**src/verilog/ea_regs.svh**
```systemverilog
// Constants of the effective address unit: mode codes, extension word fields,
// size codes and the register map of its APB slave.
// Assumes it is included by bare name by the package user files.
`ifndef EA_REGS_SVH
`define EA_REGS_SVH
`define MODE_DREG 3'h0
`define MODE_AREG 3'h1
`define MODE_IND 3'h2
`define MODE_POSTINC 3'h3
`define MODE_PREDEC 3'h4
`define MODE_DISP16 3'h5
`define MODE_INDEX 3'h6
`define MODE_SPECIAL 3'h7
`define SUB_ABS_SHORT 3'h0
`define SUB_ABS_LONG 3'h1
`define SUB_PC_DISP 3'h2
`define SUB_PC_INDEX 3'h3
`define SUB_IMMEDIATE 3'h4
`define EXT_DA_BIT 15
`define EXT_REG_MSB 14
`define EXT_REG_LSB 12
`define EXT_WL_BIT 11
`define EXT_SCALE_MSB 10
`define EXT_SCALE_LSB 9
`define EXT_FULL_BIT 8
`define EXT_BS_BIT 7
`define EXT_IS_BIT 6
`define EXT_BDSZ_MSB 5
`define EXT_BDSZ_LSB 4
`define EXT_IIS_MSB 2
`define EXT_IIS_LSB 0
`define BDSZ_RESERVED 2'h0
`define BDSZ_NULL 2'h1
`define BDSZ_WORD 2'h2
`define BDSZ_LONG 2'h3
`define IIS_NONE 3'h0
`define SIZE_BYTE 2'h0
`define SIZE_WORD 2'h1
`define SIZE_LONG 2'h2
`define REG_CTRL 12'h000
`define REG_STATUS 12'h004
`define REG_LAST_EA 12'h008
`define CTRL_RESET 32'h0000_0001
`define CTRL_EN_BIT 0
`define STAT_BUSY_BIT 0
`define STAT_ILL_BIT 1
`endif

```
**src/verilog/ea_pkg.sv**
```systemverilog
// Types shared by the effective address unit.
// Assumes nothing of its surroundings.
`default_nettype none
package ea_pkg;
   typedef enum logic [1:0] {ST_IDLE, ST_FIRST, ST_BD, ST_CALC} state_t;
endpackage
`default_nettype wire

```
**src/verilog/effective_address_generator.sv**
```systemverilog
// Effective address decode and calculation unit with an APB control slave.
// Assumes the fetch pipeline answers ext_req with ext_valid and one word per
// accepted cycle, and that the register file contents are stable during a decode.
`include "ea_regs.svh"
`default_nettype none

// Overview of operation
// - Modes 000 to 101 map to register direct, indirect and displacement forms.
// - Mode 110 is address register indexed, brief or full by the format bit.
// - Mode 111 uses the register field as submode 000 to 100.
// - Base suppress bit removes the base register from the sum.
// - Index is the whole register or its sign-extended low word.
// - Index is shifted left by zero to three positions before adding.
// - Full format accepts displacements of up to 32 bits.
// - Index suppress bit removes the index from the sum.
// - Scaling adds no cycle compared with an unscaled index.
// - Index type bit picks data register on 0, address register on 1.
// - Index width bit picks sign-extended word on 0, long on 1.
// - Displacement size 00 reserved, 01 null, 10 word, 11 long.
// - Memory indirect request traps; indirect select must be 000.
// - PC relative base is ext_pc captured at start; program space reads.
module effective_address_generator
(
   input wire logic sys_clk,
   input wire logic rst,
   input wire logic psel,
   input wire logic penable,
   input wire logic pwrite,
   input wire logic [11:0] paddr,
   input wire logic [31:0] pwdata,
   output logic [31:0] prdata,
   output logic pready,
   output logic pslverr,
   input wire logic start,
   input wire logic [2:0] ea_mode,
   input wire logic [2:0] ea_reg,
   input wire logic [1:0] op_size,
   input wire logic [31:0] ext_pc,
   input wire logic [7:0][31:0] data_regs,
   input wire logic [7:0][31:0] addr_regs,
   output logic ext_req,
   input wire logic ext_valid,
   input wire logic [15:0] ext_word,
   output logic done,
   output logic [31:0] ea_addr,
   output logic ea_is_reg,
   output logic ea_is_imm,
   output logic [31:0] imm_data,
   output logic [3:0] ea_reg_sel,
   output logic program_space,
   output logic reg_update,
   output logic illegal_trap
);
   ea_pkg::state_t state_q, state_d;
   logic [2:0] mode_q, mode_d, reg_q, reg_d;
   logic [1:0] size_q, size_d, left_q, left_d;
   logic [31:0] pc_q, pc_d, bd_q, bd_d;
   logic [15:0] fmt_q, fmt_d;
   logic ext_req_q, ext_req_d, done_q, done_d, trap_q, trap_d;
   logic [31:0] ea_q, ea_d, imm_q, imm_d;
   logic is_reg_q, is_reg_d, is_imm_q, is_imm_d, pspace_q, pspace_d, upd_q, upd_d;
   logic [3:0] rsel_q, rsel_d;
   logic [31:0] ctrl_q, ctrl_d, last_ea_q, last_ea_d, prdata_q, prdata_d;
   logic ill_q, ill_d, pready_q, pready_d, pslverr_q, pslverr_d;
   logic [2:0] words_q, words_d;
   logic indexed, full, pc_rel, bs, is_sup, idx_sup;
   logic [1:0] bdsz;
   logic [31:0] base_val, idx_raw, idx_val, disp_val, dec_val;
   logic [1:0] plain_words;
   logic start_ok, wr_en, rd_phase;

   ////////////////////////////////////////////////////////////////////////////
   // Decode of the captured mode and extension word.

   assign indexed = (mode_q == `MODE_INDEX) ||
                    (mode_q == `MODE_SPECIAL && reg_q == `SUB_PC_INDEX);
   assign full = indexed && fmt_q[`EXT_FULL_BIT];
   assign pc_rel = (mode_q == `MODE_SPECIAL) &&
                   (reg_q == `SUB_PC_DISP || reg_q == `SUB_PC_INDEX);
   assign bs = fmt_q[`EXT_BS_BIT];
   assign is_sup = fmt_q[`EXT_IS_BIT];
   assign bdsz = fmt_q[`EXT_BDSZ_MSB:`EXT_BDSZ_LSB];
   assign idx_sup = !indexed || (full && is_sup);
   assign start_ok = start && ctrl_q[`CTRL_EN_BIT];

   // Extension words needed by modes that carry no index word.
   always_comb
   begin
      plain_words = 2'h0;
      if (ea_mode == `MODE_DISP16)
      begin
         plain_words = 2'h1;
      end
      else if (ea_mode == `MODE_SPECIAL)
      begin
         case (ea_reg)
            `SUB_ABS_SHORT: plain_words = 2'h1;
            `SUB_ABS_LONG: plain_words = 2'h2;
            `SUB_PC_DISP: plain_words = 2'h1;
            `SUB_IMMEDIATE: plain_words = (op_size == `SIZE_LONG) ? 2'h2 : 2'h1;
            default: plain_words = 2'h0;
         endcase
      end
   end

   always_comb
   begin
      dec_val = 32'h0000_0004;
      if (size_q == `SIZE_BYTE)
      begin
         dec_val = 32'h0000_0001;
      end
      else if (size_q == `SIZE_WORD)
      begin
         dec_val = 32'h0000_0002;
      end
   end

   // Base operand: address register, program counter or zero.
   always_comb
   begin
      base_val = 32'h0000_0000;
      if (mode_q == `MODE_IND || mode_q == `MODE_POSTINC || mode_q == `MODE_DISP16 ||
          mode_q == `MODE_INDEX)
      begin
         base_val = addr_regs[reg_q];
      end
      else if (mode_q == `MODE_PREDEC)
      begin
         base_val = addr_regs[reg_q] - dec_val;
      end
      else if (pc_rel)
      begin
         base_val = pc_q;
      end
      if (full && bs)
      begin
         base_val = 32'h0000_0000;
      end
   end

   // Displacement operand.
   always_comb
   begin
      disp_val = 32'h0000_0000;
      if (mode_q == `MODE_DISP16 || (mode_q == `MODE_SPECIAL &&
          (reg_q == `SUB_ABS_SHORT || reg_q == `SUB_PC_DISP)))
      begin
         disp_val = {{16{bd_q[15]}}, bd_q[15:0]};
      end
      else if (mode_q == `MODE_SPECIAL && reg_q == `SUB_ABS_LONG)
      begin
         disp_val = bd_q;
      end
      else if (indexed && !full)
      begin
         disp_val = {{24{fmt_q[7]}}, fmt_q[7:0]};
      end
      else if (full && bdsz == `BDSZ_WORD)
      begin
         disp_val = {{16{bd_q[15]}}, bd_q[15:0]};
      end
      else if (full && bdsz == `BDSZ_LONG)
      begin
         disp_val = bd_q;
      end
   end

   assign idx_raw = fmt_q[`EXT_DA_BIT] ? addr_regs[fmt_q[`EXT_REG_MSB:`EXT_REG_LSB]] :
                    data_regs[fmt_q[`EXT_REG_MSB:`EXT_REG_LSB]];

   index_scaler u_index_scaler
   (
      .index_raw(idx_raw),
      .long_sel(fmt_q[`EXT_WL_BIT]),
      .scale(fmt_q[`EXT_SCALE_MSB:`EXT_SCALE_LSB]),
      .suppress(idx_sup),
      .index_out(idx_val)
   );

   ////////////////////////////////////////////////////////////////////////////
   // Sequencer: extension word fetch and address completion.

   always_comb
   begin
      state_d = state_q;
      mode_d = mode_q;
      reg_d = reg_q;
      size_d = size_q;
      pc_d = pc_q;
      bd_d = bd_q;
      fmt_d = fmt_q;
      left_d = left_q;
      ext_req_d = ext_req_q;
      words_d = words_q;
      done_d = 1'b0;
      trap_d = 1'b0;
      ea_d = ea_q;
      imm_d = imm_q;
      is_reg_d = is_reg_q;
      is_imm_d = is_imm_q;
      pspace_d = pspace_q;
      upd_d = upd_q;
      rsel_d = rsel_q;
      case (state_q)
         ea_pkg::ST_IDLE:
         begin
            if (start_ok)
            begin
               mode_d = ea_mode;
               reg_d = ea_reg;
               size_d = op_size;
               pc_d = ext_pc;
               bd_d = 32'h0000_0000;
               fmt_d = 16'h0000;
               words_d = 3'h0;
               if (ea_mode == `MODE_SPECIAL && ea_reg > `SUB_IMMEDIATE)
               begin
                  trap_d = 1'b1;
               end
               else if (ea_mode == `MODE_INDEX ||
                        (ea_mode == `MODE_SPECIAL && ea_reg == `SUB_PC_INDEX))
               begin
                  state_d = ea_pkg::ST_FIRST;
                  ext_req_d = 1'b1;
               end
               else if (plain_words != 2'h0)
               begin
                  left_d = plain_words;
                  state_d = ea_pkg::ST_BD;
                  ext_req_d = 1'b1;
               end
               else
               begin
                  state_d = ea_pkg::ST_CALC;
               end
            end
         end
         ea_pkg::ST_FIRST:
         begin
            if (ext_valid)
            begin
               fmt_d = ext_word;
               words_d = words_q + 3'h1;
               ext_req_d = 1'b0;
               state_d = ea_pkg::ST_CALC;
               if (ext_word[`EXT_FULL_BIT])
               begin
                  if (ext_word[`EXT_IIS_MSB:`EXT_IIS_LSB] != `IIS_NONE ||
                      ext_word[`EXT_BDSZ_MSB:`EXT_BDSZ_LSB] == `BDSZ_RESERVED)
                  begin
                     trap_d = 1'b1;
                     state_d = ea_pkg::ST_IDLE;
                  end
                  else if (ext_word[`EXT_BDSZ_MSB:`EXT_BDSZ_LSB] != `BDSZ_NULL)
                  begin
                     left_d = ext_word[`EXT_BDSZ_MSB:`EXT_BDSZ_LSB] - 2'h1;
                     ext_req_d = 1'b1;
                     state_d = ea_pkg::ST_BD;
                  end
               end
            end
         end
         ea_pkg::ST_BD:
         begin
            if (ext_valid)
            begin
               // High word arrives first, so the long displacement shifts in.
               bd_d = {bd_q[15:0], ext_word};
               words_d = words_q + 3'h1;
               left_d = left_q - 2'h1;
               if (left_q == 2'h1)
               begin
                  ext_req_d = 1'b0;
                  state_d = ea_pkg::ST_CALC;
               end
            end
         end
         ea_pkg::ST_CALC:
         begin
            ea_d = base_val + idx_val + disp_val;
            is_reg_d = (mode_q == `MODE_DREG) || (mode_q == `MODE_AREG);
            rsel_d = {mode_q == `MODE_AREG, reg_q};
            upd_d = (mode_q == `MODE_POSTINC) || (mode_q == `MODE_PREDEC);
            is_imm_d = (mode_q == `MODE_SPECIAL) && (reg_q == `SUB_IMMEDIATE);
            pspace_d = pc_rel || is_imm_d;
            imm_d = 32'h0000_0000;
            if (is_imm_d)
            begin
               ea_d = pc_q;
               imm_d = (size_q == `SIZE_LONG) ? bd_q :
                       (size_q == `SIZE_WORD) ? {16'h0000, bd_q[15:0]} :
                       {24'h00_0000, bd_q[7:0]};
            end
            done_d = 1'b1;
            state_d = ea_pkg::ST_IDLE;
         end
         default:
         begin
            state_d = ea_pkg::ST_IDLE;
         end
      endcase
   end

   always_ff @(posedge sys_clk)
   begin
      if (rst)
      begin
         state_q <= ea_pkg::ST_IDLE;
         mode_q <= 3'h0;
         reg_q <= 3'h0;
         size_q <= 2'h0;
         pc_q <= 32'h0000_0000;
         bd_q <= 32'h0000_0000;
         fmt_q <= 16'h0000;
         left_q <= 2'h0;
         ext_req_q <= 1'b0;
         words_q <= 3'h0;
         done_q <= 1'b0;
         trap_q <= 1'b0;
         ea_q <= 32'h0000_0000;
         imm_q <= 32'h0000_0000;
         is_reg_q <= 1'b0;
         is_imm_q <= 1'b0;
         pspace_q <= 1'b0;
         upd_q <= 1'b0;
         rsel_q <= 4'h0;
      end
      else
      begin
         state_q <= state_d;
         mode_q <= mode_d;
         reg_q <= reg_d;
         size_q <= size_d;
         pc_q <= pc_d;
         bd_q <= bd_d;
         fmt_q <= fmt_d;
         left_q <= left_d;
         ext_req_q <= ext_req_d;
         words_q <= words_d;
         done_q <= done_d;
         trap_q <= trap_d;
         ea_q <= ea_d;
         imm_q <= imm_d;
         is_reg_q <= is_reg_d;
         is_imm_q <= is_imm_d;
         pspace_q <= pspace_d;
         upd_q <= upd_d;
         rsel_q <= rsel_d;
      end
   end

   ////////////////////////////////////////////////////////////////////////////
   // APB slave with one wait state so that read data comes from a flop.

   assign rd_phase = psel && penable && !pready_q;
   assign wr_en = psel && penable && pready_q && pwrite;

   always_comb
   begin
      ctrl_d = ctrl_q;
      last_ea_d = done_d ? ea_d : last_ea_q;
      ill_d = ill_q;
      pready_d = rd_phase;
      pslverr_d = 1'b0;
      prdata_d = prdata_q;
      if (rd_phase)
      begin
         prdata_d = 32'h0000_0000;
         if (paddr == `REG_CTRL)
         begin
            prdata_d = ctrl_q;
         end
         else if (paddr == `REG_STATUS)
         begin
            prdata_d = {30'h0, ill_q, state_q != ea_pkg::ST_IDLE};
         end
         else if (paddr == `REG_LAST_EA)
         begin
            prdata_d = last_ea_q;
         end
         else
         begin
            pslverr_d = 1'b1;
         end
      end
      if (wr_en && paddr == `REG_CTRL)
      begin
         ctrl_d = {31'h0, pwdata[`CTRL_EN_BIT]};
      end
      if (wr_en && paddr == `REG_STATUS && pwdata[`STAT_ILL_BIT])
      begin
         ill_d = 1'b0;
      end
      // A trap in the clearing cycle still sets the flag.
      if (trap_d)
      begin
         ill_d = 1'b1;
      end
   end

   always_ff @(posedge sys_clk)
   begin
      if (rst)
      begin
         ctrl_q <= `CTRL_RESET;
         last_ea_q <= 32'h0000_0000;
         ill_q <= 1'b0;
         pready_q <= 1'b0;
         pslverr_q <= 1'b0;
         prdata_q <= 32'h0000_0000;
      end
      else
      begin
         ctrl_q <= ctrl_d;
         last_ea_q <= last_ea_d;
         ill_q <= ill_d;
         pready_q <= pready_d;
         pslverr_q <= pslverr_d;
         prdata_q <= prdata_d;
      end
   end

   assign prdata = prdata_q;
   assign pready = pready_q;
   assign pslverr = pslverr_q;
   assign ext_req = ext_req_q;
   assign done = done_q;
   assign ea_addr = ea_q;
   assign ea_is_reg = is_reg_q;
   assign ea_is_imm = is_imm_q;
   assign imm_data = imm_q;
   assign ea_reg_sel = rsel_q;
   assign program_space = pspace_q;
   assign reg_update = upd_q;
   assign illegal_trap = trap_q;
endmodule // effective_address_generator
`default_nettype wire

```
**src/verilog/index_scaler.sv**
```systemverilog
// Index operand path: sizing, scaling and suppression of the index register.
// Assumes a purely combinational use inside the address adder's cycle.
`default_nettype none
module index_scaler
(
   input wire logic [31:0] index_raw,
   input wire logic long_sel,
   input wire logic [1:0] scale,
   input wire logic suppress,
   output logic [31:0] index_out
);
   logic [31:0] sized;

   // A word index is the low half sign-extended to a full long word.
   assign sized = long_sel ? index_raw : {{16{index_raw[15]}}, index_raw[15:0]};
   // Scaling is a plain shift in the same cycle, so it costs no extra time.
   assign index_out = suppress ? 32'h0000_0000 : (sized << scale);
endmodule // index_scaler
`default_nettype wire
```
**config.mk**
```make
export PLATFORM = sky130hd
export DESIGN_NAME = effective_address_generator
export DESIGN_NICKNAME = d
export VERILOG_FILES = /design/src/verilog/ea_pkg.sv /design/src/verilog/effective_address_generator.sv /design/src/verilog/index_scaler.sv
export VERILOG_INCLUDE_DIRS = /design/src /design/src/verilog
export SDC_FILE = /design/constraint.sdc
export NUM_CORES = 1
export LEC_CHECK = 0
export BUFFER_PORTS_ARGS = -buffer_cell sky130_fd_sc_hd__buf_2
export CORE_AREA = 2 2 280 282
export DETAILED_ROUTE_END_ITERATION = 12
export DIE_AREA = 0 0 282 284
export HOLD_SLACK_MARGIN = 0.12
export RECOVER_POWER = 25
export SYNTH_ARGS = -nofsm -noshare
export SYNTH_HDL_FRONTEND = slang
export SYNTH_SLANG_ARGS = --single-unit
```
**constraint.sdc**
```tcl
create_clock -name sys_clk -period 12.19 [get_ports sys_clk]
set_clock_uncertainty 0.05 [all_clocks]
set_input_delay 0.6095 -clock sys_clk [delete_from_list [all_inputs] [get_ports sys_clk]]
set_output_delay 0.6095 -clock sys_clk [all_outputs]
set_load 0.02 [all_outputs]
```
Word level (Yosys, flattened, before mapping)
Cells that the tools add are included.
{"block": "classes", "addsub": 5, "magnitude_cmp": 3, "n_eq_ne": 41, "n_shift": 1, "n_mux": 80, "bitwise_logic": 1, "n_reduce_logical": 59}
{"operator": "$mux 32", "count": 24}
{"operator": "$bmux 32 s3", "count": 3}
{"operator": "$add 32x32->32", "count": 2}
{"operator": "$pmux 32 s2", "count": 1}
{"operator": "$mux 16", "count": 3}
{"operator": "$mux 2", "count": 20}
{"operator": "$pmux 16 s2", "count": 1}
{"operator": "$shl 32x2->32", "count": 1}
{"operator": "$sub 32x32->32", "count": 1}
{"operator": "$eq 3x3->1 const B", "count": 9}
{"operator": "$logic_and 1x1->1", "count": 21}
{"operator": "$mux 1", "count": 21}
{"operator": "$ne 2x2->1 const B", "count": 10}
{"operator": "$eq 3x2->1 const B", "count": 6}
{"operator": "$logic_or 1x1->1", "count": 13}
{"operator": "$eq 12x3->1 const B", "count": 1}
{"operator": "$eq 12x4->1 const B", "count": 1}
{"operator": "$eq 2x2->1 const B", "count": 6}
{"operator": "$logic_not 12->1", "count": 1}
{"operator": "$pmux 2 s3", "count": 2}
{"operator": "$reduce_and 10->1", "count": 1}
{"operator": "$reduce_bool 2->1", "count": 5}
{"operator": "$eq 3x1->1 const B", "count": 3}
{"operator": "$logic_not 3->1", "count": 3}
{"operator": "20 further kinds", "count": 31}
{"block": "word_totals", "ff_bits": 235, "in_bits": 619}

Depth between registers and ports, before layout
Gate-level depths: netlist of run 1.
{"block": "depth", "word_depth": 13, "depth_mapped": 31, "mapped_depth_nobuf": 26}

Hierarchy
A second synthesis of run 1 with hierarchy kept.
{"block": "hier_totals", "hier_cells": 2060, "area_unflattened_um2": 19286.0}
{"mod": "effective_address_generator", "n_inst": 1, "cells_per_inst": 1966, "area_per_inst_um2": 18432.7, "seq_area_each_um2": 4704.5}
{"mod": "index_scaler", "n_inst": 1, "cells_per_inst": 94, "area_per_inst_um2": 853.3, "seq_area_each_um2": 0.0}

Worst setup path after synthesis of run 1
No wires, ideal clock.
{"block": "synth_path", "path_type": "register to register", "start": "register reg_q[0]", "end": "register ea_q[31] (netlist: ea_addr[31])", "t_arrival_ns": 7.030, "t_required_ns": 12.082, "slack_ns": 5.052, "stages_incl_launch_ff": 31, "n_path_buf": 5, "path_cell_list": "dfxtp_1 -> buf_4 -> buf_4 -> buf_2 -> buf_2 -> buf_1 -> mux4_2 -> mux2i_1 -> ha_1 -> inv_1 -> fa_1 -> a21oi_1 -> nand2_1 -> nor4_2 -> nand4_1 -> xnor2_1 -> o221ai_1 -> nand2_1 -> fa_1 -> inv_1 -> ha_1 -> a21o_1 -> a21o_1 -> a21oi_1 -> nor2_1 -> a2111oi_0 -> a21o_1 -> a21oi_1 -> or3b_2 -> mux2i_1 -> a211o_1"}
{"block": "synth_between", "elab_chain_cells": 13, "elab_cells_between_ends": 40, "classes_between": "3 x add/sub; 4 x eq/ne; 14 x mux; 19 x reduce/logical"}
{"item": "start: declaration", "line": "effective_address_generator.sv:55", "rtl": "logic [2:0] mode_q, mode_d, reg_q, reg_d;"}
{"item": "start signal: assignment", "line": "effective_address_generator.sv:333", "rtl": "reg_q <= reg_d;"}
{"item": "parallel branches: the longest is 11 deep, another holds $sub 32x32->32"}
{"item": "$mux 32 (*)", "line": "effective_address_generator.sv:288", "rtl": "if (is_imm_d)"}
{"item": "$mux 32 (*)", "line": "effective_address_generator.sv:205", "rtl": "case (state_q)"}
{"item": "end signal: assignment", "line": "effective_address_generator.sv:321", "rtl": "ea_q <= 32'h0000_0000;"}
{"item": "end signal: assignment", "line": "effective_address_generator.sv:343", "rtl": "ea_q <= ea_d;"}
{"item": "end: declaration", "line": "effective_address_generator.sv:60", "rtl": "logic [31:0] ea_q, ea_d, imm_q, imm_d;"}
Every way passes the cells marked *. The select of a mux whose other input is x is not followed.
A chain may end at the register's enable or synchronous reset.

Final worst setup path of run 1
{"block": "layout_path", "start": "register reg_q[0]", "end": "register last_ea_q[26]"}
{"block": "layout_between", "elab_chain_cells": 13, "elab_cells_between_ends": 40, "classes_between": "3 x add/sub; 4 x eq/ne; 14 x mux; 19 x reduce/logical"}
{"item": "parallel branches: the longest is 11 deep, another holds $sub 32x32->32"}
{"item": "$mux 32 (*)", "line": "effective_address_generator.sv:288"}
{"item": "$mux 32 (*)", "line": "effective_address_generator.sv:205"}
{"item": "end signal: assignment", "line": "effective_address_generator.sv:416", "rtl": "last_ea_q <= last_ea_d;"}
{"item": "end: declaration", "line": "effective_address_generator.sv:63", "rtl": "logic [31:0] ctrl_q, ctrl_d, last_ea_q, last_ea_d, prdata_q, prdata_d;"}
Marked as above.

==> results of run 1 <==
[routing by layer]
metal / GRT usage / part of all wire
met1: 0.309 / 0.40
met2: 0.408 / 0.48
met3: 0.0306 / 0.065
met4: 0.134 / 0.057
met5: 0 / 0.000098
[worst register-to-register path, stage by stage, from the launching register on]
cell                        delay (ns)
sky130_fd_sc_hd__dfxtp_4          0.44
sky130_fd_sc_hd__buf_4            0.51
sky130_fd_sc_hd__mux4_2           0.61
sky130_fd_sc_hd__mux2_2           0.39
sky130_fd_sc_hd__ha_1             0.35
sky130_fd_sc_hd__a21o_1           0.16
sky130_fd_sc_hd__a21oi_1          0.25
sky130_fd_sc_hd__nand2_1          0.21
sky130_fd_sc_hd__nor4_4           0.53
sky130_fd_sc_hd__nand3_1          0.18
sky130_fd_sc_hd__xnor2_1          0.17
sky130_fd_sc_hd__o221ai_1         0.19
sky130_fd_sc_hd__nand2_1          0.10
sky130_fd_sc_hd__fa_1             0.49
sky130_fd_sc_hd__inv_1            0.04
sky130_fd_sc_hd__ha_1             0.33
sky130_fd_sc_hd__a21o_1           0.19
sky130_fd_sc_hd__a211oi_1         0.56
sky130_fd_sc_hd__nand2b_1         0.11
sky130_fd_sc_hd__a211oi_1         0.35
sky130_fd_sc_hd__a2111o_1         0.20
sky130_fd_sc_hd__nand2_1          0.11
sky130_fd_sc_hd__a41oi_1          0.26
sky130_fd_sc_hd__nor3_1           0.06
sky130_fd_sc_hd__a2111oi_0        0.79
sky130_fd_sc_hd__nor3_1           0.10
[cells by family (layout without fill, tap and decap cells)]
| logic type | count (synthesis) | after routing |
|---|---|---|
| multiplexers | 311 | 311 |
| AND/OR/NAND/NOR | 657 | 657 |
| adder cells (fa/ha/maj) | 73 | 73 |
| AO/OA/AOI/OAI | 533 | 533 |
| XOR/XNOR | 49 | 49 |
| other | 0 | 31 |
| buffers and inverters | 252 | 856 |
| flip-flops | 235 | 235 |
[layout make-up]
type                            instances  area (um^2)
Inverter                               84          315
Clock inverter                         14          135
Multi-Input combinational cell       1623        13800
Sequential cell                       235         4730
Tap cell                             1040         1300
Fill cell                            8244        52300
Clock buffer                           29          692
Antenna cell                           31         77.6
Timing Repair Buffer                  729         3640
[power by group through the flow]
stage          clock (uW)  combinational (uW)  sequential [uW]
2_1_floorplan           0                 937              928
3_3_place_gp            0                1450              971
3_5_place_dp            0                1460              971
4_1_cts               801                1470              954
5_1_grt               829                1580              965
6_report              783                1460              953
[metrics by stage]
step           cell area [um^2]   util
6_report                  24700  0.321
3_5_place_dp              23900  0.311
3_3_place_gp              23900  0.311
4_1_cts                   24700  0.321
5_1_grt                   24700  0.321
2_1_floorplan             19500      -
[placed cells by master (no fill, tap or decap), types with 7 or more instances in the layout]
| master | instances |
|---|---|
| sky130_fd_sc_hd__o21ai_0 | 64 |
| sky130_fd_sc_hd__a211oi_1 | 15 |
| sky130_fd_sc_hd__nand4_1 | 10 |
| sky130_fd_sc_hd__clkbuf_1 | 81 |
| sky130_fd_sc_hd__nand3_1 | 40 |
| sky130_fd_sc_hd__buf_4 | 29 |
| sky130_fd_sc_hd__a21oi_1 | 142 |
| sky130_fd_sc_hd__mux2_2 | 39 |
| sky130_fd_sc_hd__nand2_1 | 259 |
| sky130_fd_sc_hd__a31oi_1 | 17 |
| sky130_fd_sc_hd__or2_2 | 8 |
| sky130_fd_sc_hd__fa_1 | 33 |
| sky130_fd_sc_hd__mux4_2 | 197 |
| sky130_fd_sc_hd__mux2i_1 | 67 |
| sky130_fd_sc_hd__a311oi_1 | 7 |
| sky130_fd_sc_hd__ha_1 | 40 |
| sky130_fd_sc_hd__o21a_1 | 40 |
| sky130_fd_sc_hd__dfxtp_1 | 227 |
| sky130_fd_sc_hd__o22ai_1 | 14 |
| sky130_fd_sc_hd__diode_2 | 31 |
| sky130_fd_sc_hd__buf_2 | 617 |
| sky130_fd_sc_hd__xor2_1 | 19 |
| sky130_fd_sc_hd__inv_1 | 82 |
| sky130_fd_sc_hd__clkbuf_16 | 26 |
| sky130_fd_sc_hd__nor2_1 | 231 |
| sky130_fd_sc_hd__a22oi_1 | 114 |
| sky130_fd_sc_hd__nor2b_1 | 16 |
| sky130_fd_sc_hd__and2_1 | 15 |
| sky130_fd_sc_hd__nor3_1 | 18 |
| sky130_fd_sc_hd__nand2b_1 | 15 |
| sky130_fd_sc_hd__xnor2_1 | 29 |
| sky130_fd_sc_hd__o211ai_1 | 13 |
| sky130_fd_sc_hd__a21o_1 | 36 |
| sky130_fd_sc_hd__o221ai_1 | 14 |
[worst max-delay path by stage]
| stage | endpoint | slack (ns) |
|---|---|---|
| 6_report | last_ea_q[26] | 4.31 |
| 5_1_grt | last_ea_q[26] | 3.70 |
| 4_1_cts | last_ea_q[26] | 4.30 |
| 2_1_floorplan | ea_addr[31] | 5.05 |
| 3_3_place_gp | last_ea_q[26] | 4.20 |
| 3_5_place_dp | last_ea_q[26] | 4.21 |
==> out/results.txt, run 1 <==
The flow ran to the end, but the final reports show violations. The final reports fail on max-capacitance violations, max-slew violations. Once the clock tree was built, the setup fixing pass inserted 0 buffers. Max-cap violations in this run came to 2.

Summed over all instances, the cell type with the most area after synthesis is sky130_fd_sc_hd__dfxtp_1. The total of cells resized after clock tree synthesis is 0. After synthesis, the cell types taking the most area are sky130_fd_sc_hd__dfxtp_1, sky130_fd_sc_hd__mux4_2, sky130_fd_sc_hd__nand2_1.

Number of buffers added by the clock tree synthesis step: 24. Proportion of power drawn by the clock network: 0.245. Among all stages on the critical path, the largest delay is contributed by sky130_fd_sc_hd__a2111oi_0.

For the final-report hold violation count, the log shows 0. Timing would allow up to 127 MHz. The root buffer cell chosen for the clock tree is sky130_fd_sc_hd__clkbuf_16. Internal power contribution: 1870 uW. The period utilization was 0.647; the number of buffers inserted by hold repair at cts was 0. After detailed routing, the number of remaining DRC violations is 0. The data arrival time at the worst-slack endpoint is 8.22 ns, and the count of cell types in the netlist is 88.

VDD sags by at most 89.0 uV. On the worst path, the slowest cell contributes a delay of 0.79 ns. The number of nets handed over by synthesis was 2,802. The completed layout was analyzed and its total power is 3190 uW.

For the final-layout setup total negative slack, the log shows 0 ns. The worst hold path terminates at pc_q[7]. Row generation in the floorplan step produced 102 rows. The number of logic stages on the critical path including buffering came out at 25. The adder-cell area share of the yosys netlist is 0.0595, and the TritonCTS sink count is 235. The global placement routability congestion was 0.951; the final cell count without fillers was 3,785. The cell with the most instances after synthesis is sky130_fd_sc_hd__nand2_1.

The initial antenna violation count was 44; the H-tree depth was 1. For the count of synthesis-stage warnings from yosys, the log shows 0. The share of total power in combinational logic is 0.456, and the required time reported for the critical path endpoint is 12.53 ns. The sequential share of the synthesized area was 0.241. Measured in cells, the most critical reg-to-reg path has a length of 25. Synthesis handed over a netlist of 2,110 instances. The share of cell area taken by muxes after synthesis was 0.292; the final antenna-violating net count was 0. The worst register-to-register path ends at last_ea_q[26]. The fraction of the mapped netlist area in compound gates came out at 0.182. The critical path starts at reg_q[0].

The ratio of cells with drive above 1 in the final layout came out at 0.360. The fraction of synthesis flops using an asynchronous set or reset pin was 0. The number of ports placed on the die boundary is 728, and the worst hold margin is 0.253 ns. Xor-xnor portion of the synthesized cell area: 0.0220. After layout, the worst setup slack is 4.31 ns.

The post-synthesis average cell area was 9.24 um^2. Summing every instance area after synthesis gives 19,500 um^2. Clock transition at the registers of the reported paths: 0.07 ns. The maximum fanout encountered on the critical timing path was 25. Setup repair after global routing left no endpoint under its margin. The detailed-route wire length per cell came out at 27.0 um.

The effective utilization at floorplan is 0.253, and the total routed wirelength is 102,000 um. The global-route wire length before repair was 142,000 um. The setup path with the least slack is of type register to register.

The routed design could run at a clock period as short as 7.88 ns. STA classifies the critical path startpoint as a register. The tools report the setup slack after placement as 4.21 ns. The power share of the sequential group is 0.299, and the detail-routed via count per cell is 5.28. Yosys mapped a number of flops with a built-in enable equal to 0. The floorplan die width works out to 282 um. The capturing element type of the critical path is a register. The later pin in the worst-skew pair is clocked with a latency of 0.54 ns.

TritonCTS built the clock tree. The total buffers and inverters traversed by the critical path was 2; the number of buffers on the longest clock path was 3. Main combinational cell family by area after synthesis: multiplexers.

The leakage power total came out at 0.00968 uW. In this run the worst hold path is classified as input port to register. The number of global-route vias before repair is 19,600.

The die height was 284 um; the combined global-route utilization of all metal layers was 0.246. The number of detailed-routing iterations run before antenna repair came out at 7. The worst hold path depth is 3. The region available for standard cell placement spans 77,000 um^2.

For the total number of nets in the final design, the log shows 3,389. In this run, placement finished with an instance count of 3,711. The startpoint identified for the worst hold timing path is ext_pc[7]. For the pin count of the biggest net entering global routing, the log shows 111. Buffers placed on the I/O ports in this run total 697. Setup violations remaining at the end of the flow were counted as 0. The switching power share of the total works out to 0.416. In this run the critical register-to-register path is launched from reg_q[0]. The tools report the relative max-transition margin as -0.794. The fraction of synthesized cell area taken by the top area cell type is 0.241. Counting flops and latches in the post-synthesis netlist gives 235.

Family with the most delay on the worst path: compound AO/OA/AOI/OAI gates. The detailed router placed 20,000 vias in this run. The max-slew violation count came out at 94. The cell that appears most often on the critical path is sky130_fd_sc_hd__nand2_1. Global routing finished with a remaining overflow of 0. Initial DRC count: 1,622.

Once detailed placement completed, the half-perimeter wirelength came to 84,400 um. Main flop type after synthesis: sky130_fd_sc_hd__dfxtp_1. The area of the die is 80,100 um^2. For the switching power of the nets, the log shows 1330 uW. The tools report the slack of the worst reg-to-reg path as 4.31 ns.

By count the netlist is led by sky130_fd_sc_hd__nand2_1, sky130_fd_sc_hd__dfxtp_1, sky130_fd_sc_hd__nor2_1. The actual transition at the worst max-transition pin is 2.69 ns. The growth of design area from synthesis to finish was 26.6%. The power per unit of standard cell area was 129 nW/um^2; the simple-gate portion of the synthesized area was 0.149.
Note: power is estimated with default switching activity, not from simulation.
==> inputs of run 2 (changes only) <==
- ABC_AREA: not set -> 1
- CORE_AREA: 2 2 280 282 -> 2 2 283 285
- DIE_AREA: 0 0 282 284 -> 0 0 285 287
- clock period: 12.19 -> 7.4 ns (I/O delays scaled with it)
==> run 2 against run 1 <==
The run still ends with max-capacitance violations, max-slew violations left. Sequential share of layout area down 1.5 points. Critical path type unchanged. Non-clock buffer count up 74. Combinational power up 140%. Highest routed layer unchanged. Utilization up 1.9 points. Sequential power up 59%. Critical path depth up 6. Global-route usage up 4.5 points. Routed wire length up 22%.
==> out/results.txt, run 2 <==
The tools report the cell area after synthesis as 21,200 um^2 (+8.6%). TritonCTS built the clock tree. Leakage power total: 0.0119 uW (+23%). For the count of cell types in the netlist, the log shows 61 (-31%).

Total design power: 6310 uW (+98%). Number of DRC violations after detailed routing: 0 (unchanged). The setup path with the least slack is of type register to register. The post-synthesis average cell area came out at 5.90 um^2 (-36%). Relative to the synthesized area, the layout overhead comes to 26.1%. The floorplan die width was 285 um (+1.1%). For the number of buffers on the longest clock path, the log shows 3 (unchanged).

Clock transition at the registers of the reported paths: 0.07 ns (about the same). The fraction of synthesis flops using an asynchronous set or reset pin was 0 (unchanged); the data arrival time at the worst-slack endpoint was 7.11 ns (-1.11 ns). The global-route wire length before repair came out at 177,000 um (+25%). The TritonCTS sink count was 235 (unchanged). The worst reg2reg path startpoint was reg_q[0]. The library cell contributing the largest single delay on the critical path was sky130_fd_sc_hd__o21ai_0. The library cell used most frequently in the layout, excluding fill and tap cells, is sky130_fd_sc_hd__nand2_1. For the number of violations of the max-capacitance limit, the log shows 1 (-1). For the final-report hold violation count, the log shows 0 (unchanged). The library cells used most frequently in the layout, excluding fill and tap cells, are sky130_fd_sc_hd__nand2_1, sky130_fd_sc_hd__buf_2, sky130_fd_sc_hd__o21ai_0, sky130_fd_sc_hd__inv_1, sky130_fd_sc_hd__a21oi_1. The period utilization was 0.915 (+0.268). The most critical setup path has its endpoint at ea_addr[27].

The run gives 1 (unchanged) as the H-tree depth. The tools report the residual overflow from global routing as 0 (unchanged). Capturing element type of the critical path: a register.

By count the netlist is led by sky130_fd_sc_hd__nand2_1, sky130_fd_sc_hd__inv_1, sky130_fd_sc_hd__o21ai_0. The tools report the cell count after synthesis as 3,589 (+70%). By area the synthesized netlist is led by sky130_fd_sc_hd__dfxtp_1, sky130_fd_sc_hd__nand2_1, sky130_fd_sc_hd__o21ai_0.

Number of buffers added by the clock tree synthesis step: 25 (+4.2%). The total number of nets in the final design was 4,857 (+43%). The run gives 62 (-34%) as the max-slew violation count.

The tools report the number of vias after detailed routing as 27,700 (+38%). The run gives 0.291 (+0.0450) as the combined global-route utilization of all metal layers. Clock insertion delay at the later pin of the skew report: 0.56 ns (+0.02 ns).

The most critical setup path has its startpoint at reg_q[0]. The logs give 148 MHz (+16%) for the maximum clock frequency and 5,281 (+40%) for the final cell count without fillers. The checks that failed: max-capacitance violations, max-slew violations.

The ratio of cells with drive above 1 in the final layout was 0.186 (-0.174); the required time reported for the critical path endpoint was 7.74 ns (-4.79 ns). The power per unit of standard cell area is 236 nW/um^2 (+83%). The detailed-route wire length per cell was 23.6 um (-13%); the final critical delay including setup and external delays was 6.77 ns (-1.12 ns).

The tools report the total of endpoints with negative setup slack in the final report as 0 (unchanged). The number of cells after detailed placement is 5,154 (+39%). Count of synthesis-stage warnings from yosys: 0 (unchanged). The maximum fanout encountered on the critical timing path is 22 (-12%). The actual transition at the worst max-transition pin was 2.67 ns (-0.0236 ns). The global placement routability congestion came out at 1.07 (+13%).

The logs give 0 (unchanged) for the final antenna-violating net count and 78,600 um^2 (+2.2%) for the placeable core area. The run finished, with violations left. The final HPWL from detailed placement came out at 99,900 um (+18%). The flip-flop and latch count after synthesis came out at 235 (unchanged).

Total number of placement rows: 103 (+0.98%). The fraction of synthesized cell area taken by the top area cell type was 0.222 (-0.0192). Effective utilization at floorplan: 0.269 (+0.0161). The terminus of the critical flop-to-flop path was ea_addr[27]. By instance count, the leading cell after synthesis is sky130_fd_sc_hd__nand2_1. The number of port buffers is 697 (unchanged).

The run gives 2,695 (+66%) as the initial DRC count. Type of the tightest min-delay check: input port to register. The tools report the relative max-transition margin as -0.778 (+0.0157). The kind of launch point of the worst setup path is a register. Total of cells resized after clock tree synthesis: 0 (unchanged). The count of flip-flops with a built-in enable after synthesis is 0 (unchanged), and the maximum VDD drop is 153 uV (+72%). The stage delay of the slowest cell on the critical path is 0.62 ns (-0.17 ns), and the depth of the worst register-to-register path is 31 (+24%).

For the post-synthesis net count, the log shows 4,281 (+53%). Setup repair after global routing left no endpoint under its margin. The share of the core filled with cells was 0.340 (+0.0188). Main flop type after synthesis: sky130_fd_sc_hd__dfxtp_1.

The run gives 728 (unchanged) as the number of ports placed on the die boundary. Number of global-route vias before repair: 26,000 (+32%). The cell sitting at the root of the clock tree is a sky130_fd_sc_hd__clkbuf_16. The detail-routed via count per cell is 5.24 (-0.85%). The total routed wirelength was 124,000 um (+22%); the die height was 287 um (+1.1%). The pin count of the biggest net entering global routing was 150 (+35%); the initial antenna violation count was 71 (+61%).

Among the stages of the critical path, the cell type that occurs most often is sky130_fd_sc_hd__nand2_1. The number of detailed-routing iterations run before antenna repair was 6 (-1); the sequential share of the synthesized area was 0.222 (-0.0192). The area of the die is 81,800 um^2 (+2.1%). The logs give 0 ns (unchanged) for the final-layout setup total negative slack and 0.63 ns (-3.67 ns) for the slack of the worst reg-to-reg path.

The largest total area in the synthesized netlist belongs to sky130_fd_sc_hd__dfxtp_1.
[run 2: cell count changes in the layout (fill, tap and decap cells not counted), moves of 39 or more]
cell / change
sky130_fd_sc_hd__o22ai_1: +65
sky130_fd_sc_hd__o211ai_1: +58
sky130_fd_sc_hd__mux2_2: -39
sky130_fd_sc_hd__a22oi_1: -106
sky130_fd_sc_hd__o21a_1: -39
sky130_fd_sc_hd__a21oi_1: +238
sky130_fd_sc_hd__nand2_1: +593
sky130_fd_sc_hd__mux2i_1: -65
sky130_fd_sc_hd__inv_1: +341
sky130_fd_sc_hd__mux4_2: -197
sky130_fd_sc_hd__nor2_1: +71
sky130_fd_sc_hd__o21ai_0: +360
sky130_fd_sc_hd__nand3_1: +164
[run 2: area by class of cell]
type                       count  area (um^2)
clock buffer                  34          699
tap                         1050         1310
fill                        9046        51900
sequential                   235         4720
clock inverter                 9         87.6
antenna                       50          125
timing repair buffer         803         4320
inverter                     438         1660
multi-input combinational   2662        13800
[run 2: worst min-delay path by stage]
stage	slack, ns	from	to	depth (start not counted)
after global placement	0.40	last_ea_q[21]	prdata[21]	2
after CTS	0.12	ext_word[9]	bd_q[9]	5
after floorplan	0.39	pc_q[1]	pc_q[1]	2
after global routing	0.16	ext_word[3]	fmt_q[3]	5
final	0.13	ext_word[9]	bd_q[9]	5
after detailed placement	0.40	imm_data[31]	imm_data[31]	2
[run 2: report_power, final]
part           internal (uW)  switching [uW]
sequential              1400             122
combinational           1050            2480
clock                    699             556
[run 2: metal layers]
| metal | track usage | vias to the layer above | part of all wire |
|---|---|---|---|
| li1 | - | 13200 | - |
| met1 | 0.370 | 13000 | 0.42 |
| met2 | 0.469 | 1272 | 0.45 |
| met3 | 0.0664 | 237 | 0.084 |
| met4 | 0.132 | 20 | 0.045 |
| met5 | 0 | - | 0.0011 |
[run 2: cell families after synthesis]
logic type | count (synthesis) | share of synthesized area
simple gates | 1436 | 0.276
buf+inv | 692 | 0.131
xor+xnor | 38 | 0.0157
fa+ha+maj | 73 | 0.0548
compound gates | 1113 | 0.299
flops | 235 | 0.222
mux | 2 | 0.000945
[run 2: repair_timing]
action,CTS,global route
hold endpoints to repair,37,0
buffers inserted,0,0
hold buffers,34,0
[run 2: metrics by stage]
stage	instance area [um^2]	hold WS [ns]	setup WS [ns]
CTS	26700	0.124	0.785
floorplan	21200	0.389	2.11
finish	26700	0.134	0.632
global route	26700	0.157	0.0797
global placement	25600	0.398	0.843
detailed placement	25600	0.403	0.797
[run 2: critical path, delay by kind of cell (launching register included)]
kind / cells / cell delay (ns)
compound gates: 9 / 2.10
simple gates: 14 / 1.88
fa+ha+maj: 4 / 1.59
flops: 1 / 0.55
xor+xnor: 2 / 0.31
buf+inv: 2 / 0.11
